**src/pgrc_pkg.sv**
```systemverilog
// Shared constants and state type for the PWM gating and capture block
package pgrc_pkg;

	// Widths and submodule count
	localparam int NSM    = 4;
	localparam int ADDR_W = 8;
	localparam int DATA_W = 32;
	localparam int REG_W  = 16;

	// Register byte offsets
	localparam logic [ADDR_W-1:0] OFS_OUTPUT_ENABLE_CONTROL    = 8'h00;
	localparam logic [ADDR_W-1:0] OFS_MASK     = 8'h04;
	localparam logic [ADDR_W-1:0] OFS_RUN      = 8'h08;
	localparam logic [ADDR_W-1:0] OFS_CMD      = 8'h0C;
	localparam logic [ADDR_W-1:0] OFS_FSEL     = 8'h10;
	localparam logic [ADDR_W-1:0] OFS_MASK_ACT = 8'h14;
	localparam logic [ADDR_W-1:0] OFS_PERIOD   = 8'h20;
	localparam logic [ADDR_W-1:0] OFS_DUTY     = 8'h30;
	localparam logic [ADDR_W-1:0] OFS_CAPVAL   = 8'h40;
	localparam logic [ADDR_W-1:0] OFS_CAPCYC   = 8'h50;
	localparam logic [ADDR_W-1:0] REG_STRIDE   = 8'h04;

	// Field positions: pin groups in enable and mask registers
	localparam int FLD_X_LSB = 0;
	localparam int FLD_B_LSB = 4;
	localparam int FLD_A_LSB = 8;

	// Field positions: run control and command registers
	localparam int RUN_LSB     = 0;
	localparam int DBGRUN_LSB  = 4;
	localparam int WAITRUN_LSB = 8;
	localparam int CMD_UPD_LSB = 0;
	localparam int CMD_FRC_LSB = 4;

	// Reset values
	localparam logic [REG_W-1:0] PERIOD_RST = 16'h00FF;
	localparam logic [REG_W-1:0] DUTY_RST   = 16'h0080;

	// Bus responses
	localparam logic [1:0] RESP_OKAY   = 2'h0;
	localparam logic [1:0] RESP_SLVERR = 2'h2;

	// All state of the block
	typedef struct packed {
		logic                       awready;
		logic                       wready;
		logic                       bvalid;
		logic [1:0]                 bresp;
		logic                       arready;
		logic                       rvalid;
		logic [1:0]                 rresp;
		logic [DATA_W-1:0]          rdata;
		logic                       aw_held;
		logic                       w_held;
		logic [ADDR_W-1:0]          awaddr;
		logic [DATA_W-1:0]          wdata;
		logic [3:0]                 wstrb;
		logic [REG_W-1:0]           output_enable_control;
		logic [REG_W-1:0]           mask_buf;
		logic [REG_W-1:0]           mask_act;
		logic [REG_W-1:0]           run_ctl;
		logic [NSM-1:0]             force_sel;
		logic [NSM-1:0][REG_W-1:0]  period;
		logic [NSM-1:0][REG_W-1:0]  duty;
		logic [NSM-1:0][REG_W-1:0]  cnt;
		logic [NSM-1:0][REG_W-1:0]  cyc;
		logic [NSM-1:0][REG_W-1:0]  cap_val;
		logic [NSM-1:0][REG_W-1:0]  cap_cyc;
		logic [NSM-1:0]             first_pin;
		logic [NSM-1:0]             second_pin;
		logic [NSM-1:0]             aux_pin;
		logic [NSM-1:0]             first_oe;
		logic [NSM-1:0]             second_oe;
		logic [NSM-1:0]             aux_oe;
	} pgrc_state_s;

endpackage

```
**src/pgrc_top.sv**
```systemverilog
// PWM output gating, run control and capture readout with AXI4-Lite slave
// Contract
// - Separate enable per pin per submodule
// - All pin enables in one register
// - Separate mask per pin, one register
// - Masks buffered, applied on force or update
// - Software update copies submodule mask immediately
// - Debug run setting keeps or halts submodule
// - Wait run setting keeps or halts submodule
// - Run bits gate submodules, start together
// - Clearing run resets counter, multi-stop
// - Capture event stores counter into capture value
// - Capture cycle register holds matching cycle
// - Cycle number increments on each reload
// - Software force only when source is software
`timescale 1ns/100ps

module pgrc_top (
	// Clock, reset, enable
	input  wire logic                         clk_in,
	input  wire logic                         rst_in,
	input  wire logic                         ce_in,
	// AXI4-Lite write address
	input  wire logic [pgrc_pkg::ADDR_W-1:0]  s_axi_awaddr_in,
	input  wire logic                         s_axi_awvalid_in,
	output logic                              s_axi_awready_out,
	// AXI4-Lite write data
	input  wire logic [pgrc_pkg::DATA_W-1:0]  s_axi_wdata_in,
	input  wire logic [3:0]                   s_axi_wstrb_in,
	input  wire logic                         s_axi_wvalid_in,
	output logic                              s_axi_wready_out,
	// AXI4-Lite write response
	output logic [1:0]                        s_axi_bresp_out,
	output logic                              s_axi_bvalid_out,
	input  wire logic                         s_axi_bready_in,
	// AXI4-Lite read address
	input  wire logic [pgrc_pkg::ADDR_W-1:0]  s_axi_araddr_in,
	input  wire logic                         s_axi_arvalid_in,
	output logic                              s_axi_arready_out,
	// AXI4-Lite read data
	output logic [pgrc_pkg::DATA_W-1:0]       s_axi_rdata_out,
	output logic [1:0]                        s_axi_rresp_out,
	output logic                              s_axi_rvalid_out,
	input  wire logic                         s_axi_rready_in,
	// Chip mode and event inputs
	input  wire logic                         debug_mode_in,
	input  wire logic                         wait_mode_in,
	input  wire logic [pgrc_pkg::NSM-1:0]     capture_in,
	input  wire logic [pgrc_pkg::NSM-1:0]     force_in,
	// Output pins
	output logic [pgrc_pkg::NSM-1:0]          first_pin_out,
	output logic [pgrc_pkg::NSM-1:0]          first_pin_oe_out,
	output logic [pgrc_pkg::NSM-1:0]          second_pin_out,
	output logic [pgrc_pkg::NSM-1:0]          second_pin_oe_out,
	output logic [pgrc_pkg::NSM-1:0]          aux_pin_out,
	output logic [pgrc_pkg::NSM-1:0]          aux_pin_oe_out
);
	import pgrc_pkg::*;

	////////////////////////////////////////////////////////////////////////
	// Helpers

	// Byte-lane merge onto a 16-bit register
	function automatic logic [REG_W-1:0] wr16(
		input logic [REG_W-1:0]  old,
		input logic [DATA_W-1:0] data,
		input logic [3:0]        strb
	);
		wr16 = old;
		if (strb[0]) begin
			wr16[7:0] = data[7:0];
		end
		if (strb[1]) begin
			wr16[15:8] = data[15:8];
		end
	endfunction

	// Word-aligned address of array element i
	function automatic logic [ADDR_W-1:0] elem_addr(
		input logic [ADDR_W-1:0] base,
		input int                i
	);
		elem_addr = base + ADDR_W'(i) * REG_STRIDE;
	endfunction

	// Whether an address hits a register
	function automatic logic reg_known(input logic [ADDR_W-1:0] a);
		logic [ADDR_W-1:0] al;
		al = {a[ADDR_W-1:2], 2'b00};
		reg_known = (al == OFS_OUTPUT_ENABLE_CONTROL) || (al == OFS_MASK) ||
			(al == OFS_RUN) || (al == OFS_CMD) || (al == OFS_FSEL) ||
			(al == OFS_MASK_ACT);
		for (int i = 0; i < NSM; i++) begin
			if ((al == elem_addr(OFS_PERIOD, i)) ||
				(al == elem_addr(OFS_DUTY, i)) ||
				(al == elem_addr(OFS_CAPVAL, i)) ||
				(al == elem_addr(OFS_CAPCYC, i))) begin
				reg_known = 1'b1;
			end
		end
	endfunction

	// Read data for an address, zero above the register width
	function automatic logic [DATA_W-1:0] reg_read(
		input pgrc_state_s       s,
		input logic [ADDR_W-1:0] a
	);
		logic [ADDR_W-1:0] al;
		logic [REG_W-1:0]  v;
		al = {a[ADDR_W-1:2], 2'b00};
		v = '0;
		if (al == OFS_OUTPUT_ENABLE_CONTROL) begin
			v = s.output_enable_control;
		end
		if (al == OFS_MASK) begin
			v = s.mask_buf;
		end
		if (al == OFS_RUN) begin
			v = s.run_ctl;
		end
		if (al == OFS_FSEL) begin
			v = REG_W'(s.force_sel);
		end
		if (al == OFS_MASK_ACT) begin
			v = s.mask_act;
		end
		for (int i = 0; i < NSM; i++) begin
			if (al == elem_addr(OFS_PERIOD, i)) begin
				v = s.period[i];
			end
			if (al == elem_addr(OFS_DUTY, i)) begin
				v = s.duty[i];
			end
			if (al == elem_addr(OFS_CAPVAL, i)) begin
				v = s.cap_val[i];
			end
			if (al == elem_addr(OFS_CAPCYC, i)) begin
				v = s.cap_cyc[i];
			end
		end
		reg_read = {{(DATA_W-REG_W){1'b0}}, v};
	endfunction

	////////////////////////////////////////////////////////////////////////
	// Next state

	pgrc_state_s s_q;
	pgrc_state_s s_d;

	always_comb begin
		logic [ADDR_W-1:0] al;
		logic [NSM-1:0]    upd;
		logic [NSM-1:0]    sw_frc;
		logic              halted;
		logic              fevt;
		logic              pwm;
		al = {s_q.awaddr[ADDR_W-1:2], 2'b00};
		upd = '0;
		sw_frc = '0;
		halted = 1'b0;
		fevt = 1'b0;
		pwm = 1'b0;
		s_d = s_q;

		// Write address and data taken in either order
		if (s_axi_awvalid_in && s_q.awready) begin
			s_d.aw_held = 1'b1;
			s_d.awaddr = s_axi_awaddr_in;
		end
		if (s_axi_wvalid_in && s_q.wready) begin
			s_d.w_held = 1'b1;
			s_d.wdata = s_axi_wdata_in;
			s_d.wstrb = s_axi_wstrb_in;
		end

		// Register write once both halves are held
		if (s_q.aw_held && s_q.w_held && !s_q.bvalid) begin
			s_d.aw_held = 1'b0;
			s_d.w_held = 1'b0;
			s_d.bvalid = 1'b1;
			s_d.bresp = reg_known(s_q.awaddr) ? RESP_OKAY : RESP_SLVERR;
			if (al == OFS_OUTPUT_ENABLE_CONTROL) begin
				s_d.output_enable_control = wr16(s_q.output_enable_control, s_q.wdata, s_q.wstrb);
			end
			if (al == OFS_MASK) begin
				s_d.mask_buf = wr16(s_q.mask_buf, s_q.wdata,
					s_q.wstrb);
			end
			if (al == OFS_RUN) begin
				s_d.run_ctl = wr16(s_q.run_ctl, s_q.wdata, s_q.wstrb);
			end
			if (al == OFS_FSEL) begin
				s_d.force_sel = NSM'(wr16(REG_W'(s_q.force_sel),
					s_q.wdata, s_q.wstrb));
			end
			if ((al == OFS_CMD) && s_q.wstrb[0]) begin
				upd = s_q.wdata[CMD_UPD_LSB +: NSM];
				sw_frc = s_q.wdata[CMD_FRC_LSB +: NSM];
			end
			for (int i = 0; i < NSM; i++) begin
				if (al == elem_addr(OFS_PERIOD, i)) begin
					s_d.period[i] = wr16(s_q.period[i], s_q.wdata,
						s_q.wstrb);
				end
				if (al == elem_addr(OFS_DUTY, i)) begin
					s_d.duty[i] = wr16(s_q.duty[i], s_q.wdata, s_q.wstrb);
				end
			end
		end
		if (s_q.bvalid && s_axi_bready_in) begin
			s_d.bvalid = 1'b0;
		end
		s_d.awready = !s_d.aw_held && !s_d.bvalid;
		s_d.wready = !s_d.w_held && !s_d.bvalid;

		// Read channel
		if (s_axi_arvalid_in && s_q.arready) begin
			s_d.rvalid = 1'b1;
			s_d.rdata = reg_read(s_q, s_axi_araddr_in);
			s_d.rresp = reg_known(s_axi_araddr_in) ? RESP_OKAY
				: RESP_SLVERR;
		end else if (s_q.rvalid && s_axi_rready_in) begin
			s_d.rvalid = 1'b0;
		end
		s_d.arready = !s_d.rvalid;

		// Per-submodule counter, capture, mask and pins
		for (int i = 0; i < NSM; i++) begin
			halted = (debug_mode_in && !s_d.run_ctl[DBGRUN_LSB+i]) ||
				(wait_mode_in && !s_d.run_ctl[WAITRUN_LSB+i]);
			if (!s_d.run_ctl[RUN_LSB+i]) begin
				s_d.cnt[i] = '0;
				s_d.cyc[i] = '0;
			end else if (!halted) begin
				if (s_q.cnt[i] >= s_q.period[i]) begin
					s_d.cnt[i] = '0;
					s_d.cyc[i] = s_q.cyc[i] + 16'h0001;
				end else begin
					s_d.cnt[i] = s_q.cnt[i] + 16'h0001;
				end
			end

			if (capture_in[i] && s_q.run_ctl[RUN_LSB+i]) begin
				s_d.cap_val[i] = s_q.cnt[i];
				s_d.cap_cyc[i] = s_q.cyc[i];
			end

			// Force source chosen per submodule
			fevt = s_q.force_sel[i] ? sw_frc[i] : force_in[i];
			if (fevt || upd[i]) begin
				s_d.mask_act[FLD_A_LSB+i] = s_d.mask_buf[FLD_A_LSB+i];
				s_d.mask_act[FLD_B_LSB+i] = s_d.mask_buf[FLD_B_LSB+i];
				s_d.mask_act[FLD_X_LSB+i] = s_d.mask_buf[FLD_X_LSB+i];
			end

			pwm = s_q.run_ctl[RUN_LSB+i] && (s_q.cnt[i] < s_q.duty[i]);
			s_d.first_pin[i] = pwm && !s_q.mask_act[FLD_A_LSB+i];
			s_d.second_pin[i] = s_q.run_ctl[RUN_LSB+i] && !pwm &&
				!s_q.mask_act[FLD_B_LSB+i];
			s_d.aux_pin[i] = pwm && !s_q.mask_act[FLD_X_LSB+i];
			s_d.first_oe[i] = s_q.output_enable_control[FLD_A_LSB+i];
			s_d.second_oe[i] = s_q.output_enable_control[FLD_B_LSB+i];
			s_d.aux_oe[i] = s_q.output_enable_control[FLD_X_LSB+i];
		end
	end

	////////////////////////////////////////////////////////////////////////
	// State register

	always_ff @(posedge clk_in or posedge rst_in) begin
		if (rst_in) begin
			s_q <= '0;
			s_q.period <= {NSM{PERIOD_RST}};
			s_q.duty <= {NSM{DUTY_RST}};
		end else if (ce_in) begin
			s_q <= s_d;
		end
	end

	////////////////////////////////////////////////////////////////////////
	// Outputs

	assign s_axi_awready_out = s_q.awready;
	assign s_axi_wready_out = s_q.wready;
	assign s_axi_bresp_out = s_q.bresp;
	assign s_axi_bvalid_out = s_q.bvalid;
	assign s_axi_arready_out = s_q.arready;
	assign s_axi_rdata_out = s_q.rdata;
	assign s_axi_rresp_out = s_q.rresp;
	assign s_axi_rvalid_out = s_q.rvalid;
	assign first_pin_out = s_q.first_pin;
	assign first_pin_oe_out = s_q.first_oe;
	assign second_pin_out = s_q.second_pin;
	assign second_pin_oe_out = s_q.second_oe;
	assign aux_pin_out = s_q.aux_pin;
	assign aux_pin_oe_out = s_q.aux_oe;

endmodule

```
**config.mk**
```make
export PLATFORM = sky130hd
export DESIGN_NAME = pgrc_top
export DESIGN_NICKNAME = d
export VERILOG_FILES = /design/src/pgrc_pkg.sv /design/src/pgrc_top.sv
export SDC_FILE = /design/constraint.sdc
export NUM_CORES = 1
export LEC_CHECK = 0
export ABC_AREA = 1
export BUFFER_PORTS_ARGS = -buffer_cell sky130_fd_sc_hd__buf_2
export CORE_ASPECT_RATIO = 1.5
export CORE_UTILIZATION = 50
export CTS_CLUSTER_DIAMETER = 200
export DETAILED_ROUTE_END_ITERATION = 6
export PLACE_DENSITY = 0.67
export SLEW_MARGIN = 15
export SYNTH_ARGS = -nofsm -noshare
export SYNTH_HDL_FRONTEND = slang
export SYNTH_SLANG_ARGS = --single-unit
```
**constraint.sdc**
```tcl
create_clock -name clk_in -period 20.8 [get_ports clk_in]
set_clock_uncertainty 0.1 [all_clocks]
set_input_delay 2.08 -clock clk_in [delete_from_list [all_inputs] [get_ports clk_in]]
set_output_delay 2.08 -clock clk_in [all_outputs]
set_load 0.005 [all_outputs]
```
== Word-level counts from Yosys, hierarchy flattened ==
Cells that the tools add are included.
Cells by class
  $add $sub $neg: 8
  order comparisons: 8
  equal/unequal tests: 50
  multiplexer cells: 106
  reduce and logical (&&, ||, !) cells: 156
Operator list (number)
  16-bit 2-to-1 mux: 53
  144-bit 2-to-1 mux: 1
  8-bit 2-to-1 mux: 18
  16-bit by 1-bit adder with 16-bit output, second input constant: 8
  6-bit by 4-bit == test with 1-bit output, second input constant: 16
  6-bit by 5-bit == test with 1-bit output, second input constant: 16
  4-bit AND reduction: 21
  16-bit >= comparator: 4
  16-bit less-than comparator: 4
  1-bit logical AND: 42
  1-bit logical OR: 42
  12-bit 2-to-1 mux: 3
  4-bit 2-to-1 mux: 8
  2-bit AND reduction: 16
  1-bit zero test: 29
  6-bit by 2-bit == test with 1-bit output, second input constant: 4
  6-bit by 3-bit == test with 1-bit output, second input constant: 4
  1-bit 2-to-1 mux: 19
  6-bit by 1-bit == test with 1-bit output, second input constant: 2
  6-bit zero test: 2
  3-bit AND reduction: 4
  2-bit by 1-bit != test with 1-bit output, second input constant: 4
  2-bit != test, second input constant: 4
  2-bit 2-to-1 mux: 3
  3-bit 2-to-1 mux: 1
Word-level totals
  bits in registers: 525
  output and inout port bits: 65
  logic and storage cells: 390

== Longest topological paths before layout ==
  word-level depth: 22
  depth in mapped cells: 19

== Worst setup path after synthesis ==
No wires, ideal clock.
  kind: input to register
  start: input s_axi_araddr_in[4] (netlist name)
  end: register s_q (netlist bit s_axi_rdata_out[8])
  library setup time: 66 ps
  arrival: 3788 ps
  path slack: 16847 ps
  stages on the path: 15
  buffers on the path: 2
  cell sequence: clkbuf_1 -> nor2_2 -> nand3_1 -> nor2_1 -> buf_2 -> a21oi_1 -> o2111ai_1 -> nand2_1 -> nand4_1 -> nand2_1 -> nand4_1 -> nand2_1 -> nand3_1 -> nand2_1 -> nand2_1
On the way
  longest elaborated chain between the ends: 22
  elaborated cells between the ends (all ways): 42
Ends and longest elaborated chain
  start: declaration: RTL line pgrc_top.sv:37  | input wire logic [pgrc_pkg::ADDR_W-1:0] s_axi_araddr_in,
  6-bit zero test: RTL line pgrc_top.sv:112  | if (al == OFS_OUTPUT_ENABLE_CONTROL) begin
  16-bit 2-to-1 mux: RTL line pgrc_top.sv:112
  16-bit 2-to-1 mux: RTL line pgrc_top.sv:115  | if (al == OFS_MASK) begin
  16-bit 2-to-1 mux: RTL line pgrc_top.sv:118  | if (al == OFS_RUN) begin
  16-bit 2-to-1 mux: RTL line pgrc_top.sv:121  | if (al == OFS_FSEL) begin
  16-bit 2-to-1 mux: RTL line pgrc_top.sv:124  | if (al == OFS_MASK_ACT) begin
  16-bit 2-to-1 mux: RTL line pgrc_top.sv:128  | if (al == elem_addr(OFS_PERIOD, i)) begin
  16-bit 2-to-1 mux: RTL line pgrc_top.sv:131  | if (al == elem_addr(OFS_DUTY, i)) begin
  [... 6 more ...]
  16-bit 2-to-1 mux: RTL line pgrc_top.sv:128
  16-bit 2-to-1 mux: RTL line pgrc_top.sv:131
  16-bit 2-to-1 mux: RTL line pgrc_top.sv:134  | if (al == elem_addr(OFS_CAPVAL, i)) begin
  16-bit 2-to-1 mux: RTL line pgrc_top.sv:137  | if (al == elem_addr(OFS_CAPCYC, i)) begin
  16-bit 2-to-1 mux: RTL line pgrc_top.sv:128
  16-bit 2-to-1 mux: RTL line pgrc_top.sv:131
  16-bit 2-to-1 mux: RTL line pgrc_top.sv:134
  16-bit 2-to-1 mux *: RTL line pgrc_top.sv:137
  end: declaration: RTL line pgrc_top.sv:147  | pgrc_state_s s_q;
Mark *: on every way between the ends. The rest lies on a longest branch, timed or not.
A chain may end at the register's enable or synchronous reset.

== Worst setup path in the final report ==
  start: input ce_in
  end: register s_q[212] (netlist name)
On the way
  longest elaborated chain between the ends: 1
Ends and longest elaborated chain
  start: declaration: RTL line pgrc_top.sv:22  | input wire logic ce_in,
  3-bit AND reduction (no line)
Every way passes these cells.

==> results.toml <==
[floorplan]
die-area_um2 = 56300
die_w_um = 194
die_y_um = 290
ioPinCount = 135
core_um2 = 54700
rows = 105
initial_core_util_pct = 50.6

[critical_path]
crit_family = "buffers and inverters"
path_common_cell = "inv_2"
critPathBufInv = 6
slowest_delay_ns = 0.39
cp.required_ns = 21.20
arrival_ns = 5.36
crit_chain = "buf_2 -> buf_4 -> inv_2 -> buf_4 -> nor2_4 -> inv_2 -> nand2_4 -> nand2_4 -> inv_2 -> nand3_2 -> nor3_4 -> nand3_1 -> o21ai_1 -> nor2_1"
worst_path_max_delay_cell = "buf_4"
crit_type = "input pin to register"
endpoint_kind = "register"
startpoint_type = "input pin"
cp_max_fo = 50

[final_layout]
fin_cells = 4188
fillers = 5186
drive_above_1_share_pct = 10.0
nets = 3651
syn_to_final_growth_pct = 8.90

[worst_hold_path]
hold_class = "register to register"

[sta]
rsz0062_at_grt = "no"
finalHoldViolCount = 0
setup_viol = 0
worst_pin_slew_ns = 0.982
relSlewSlack_pct = 34.5
slew_violations = 0
max_freq_mhz = 202
period_minus_slack_ns = 4.96
fin_tns_setup_ns = 0
period_share_pct = 23.8

[routing]
via_count = 23000
wl_per_cell_um = 19.3
wl_mm = 80.7
ant_nets = 0
vias_per_cell = 5.49
drtIter0Drc = 1738
first_pass_iters = 6
drc = 0

[synth]
synth.distinct_cells = 61
ys.flop_type = "dfrtp_1"
synth_seq_cells = 521
netlist_top_cells_count = "nand2_1, dfrtp_1, o21ai_0"
yosysWarningCount = 0
synth_area_leaders = "dfrtp_1, nand2_1, o21ai_0"
syn_area_per_cell_um2 = 8.07
synth_top_area_cell = "dfrtp_1"
yosysMostFrequentCell = "nand2_1"
synth_area_um2 = 27600
netlist_instances = 3426
async_flop_share_pct = 100
yosysSeqAreaShare_pct = 47.3
synth_edf_count = 0
synth_top_area_share_pct = 43.9

[clocking]
cts.reportedPaths.clkPinSlew_ns = 0.06
htree_levels = 2
postCtsHoldBufs = 0
worstSkewPairLatency_ns = 0.61
cts_tree = "done"
cts_resized = 0
clockBufferDepth = 3
cts_root_buffer = "clkbuf_16"
post_cts.repair.setup_buffers = 0
cts_sinks = 521
cts_made_buffers = 53

[power_and_ir_drop]
vdd_drop_max_uv = 63.4
leakage_uw = 0.0140
p_per_area_nw_per_um2 = 96.0

[grt]
grt_max_degree = 152
first_global_vias = 22182
overflow = 0
grt_pass1_wl_mm = 125
track_usage_pct = 28.8
antenna_found_initial = 5

[placement]
hpwl_mm = 59.5
io_buffers = 94
dp_cells = 4089
routabilityCongestion = 0.925

[outcome]
outcome = "finished, final reports clean"

[flow_run]
max_cap_viol_count = 0
## area by class of cell
class	instances	area (um^2)	share of cell area (%)
timing repair buffer	123	701	2.33
clock buffer	82	1570	5.20
inverter	422	1590	5.29
multi-input combinational	2328	12200	40.4
tap	695	870	2.89
clock inverter	15	136	0.453
antenna	2	5.00	0.0166
sequential	521	13100	43.5
## report_power, final
| group | internal (uW) | total, uW | switching [uW] |
|---|---|---|---|
| clock network | 532 | 951 | 420 |
| logic | 176 | 660 | 484 |
| registers | 1170 | 1280 | 109 |
## layout by cell type, fill, tap and decap left out, drive strengths merged, types with 8 or more instances in the layout
master    n
a211oi    8
a21oi   187
a221oi   10
buf     123
clkbuf   82
clkinv   11
conb     18
dfrtp   485
dfstp    36
ha      132
inv     421
mux2     20
nand2   904
nand3   109
nand4    74
nor2    178
nor3    113
nor3b    18
nor4     26
o21a     10
o21ai   437
o31ai     8
or2      23
xor2     17
## metal layers
layer	vias to the layer above	global-route usage, %	routed length, um
met2	591	50.3	39900
li1	11237	-	-
met4	6	15.7	4630
met3	174	3.72	3880
met5	-	0	41
met1	10992	34.4	32200
## logic make-up after synthesis
logic type                 after synthesis  synth area share (%)
and+or+nand+nor                       1449                  23.1
AOI/OAI and AO/OA                      692                  13.3
buffers and inverters                  594                  8.99
DFF                                    521                  47.3
adders and majority gates              132                  5.97
muxes                                   20                 0.815
xor gates and xnor gates                17                 0.539
other                                    1                0.0136
## per-stage QoR
stage | hold slack [ns] | util, % | area (um^2) | setup slack (ns) | power, uW
after floorplan | 0.334 | - | 27700 | 4.12 | 1710
after global placement | 0.349 | 52.0 | 28400 | 15.21 | 1940
after detailed placement | 0.354 | 52.0 | 28400 | 15.22 | 1950
after CTS | 0.369 | 55.1 | 30100 | 15.87 | 2900
after global routing | 0.378 | 55.1 | 30100 | 15.55 | 3030
final | 0.366 | 55.1 | 30100 | 15.84 | 2890
## sequential cells by signal (all words and copies together) (netlist names), 4 cells and up
signal / flops
aux_pin_oe_out: 4
second_pin_oe_out: 4
s_q: 462
aux_pin_out: 4
second_pin_out: 4
s_axi_rdata_out: 16
first_pin_out: 4
first_pin_oe_out: 4
s_d: 12
## worst min-delay path, stage by stage (launching register included)
cell,delay [ns]
dfrtp_1,0.34
nand2_1,0.05
nand2_1,0.05
## final timing paths
path	start	end	slack, ns	depth (start not counted)
max in group asynchronous	rst_in	s_q[313]	16.96	4
worst max register to register	s_q[481]	s_q[175]	17.06	11
worst min-delay path	second_pin_oe_out[1]	second_pin_oe_out[1]	0.37	2
min in group asynchronous	rst_in	s_d[6]	1.47	2
worst max-delay path	ce_in	s_q[212]	15.84	14
worst min register to register	second_pin_oe_out[1]	second_pin_oe_out[1]	0.37	2
Power figures use the tool's default switching activity.
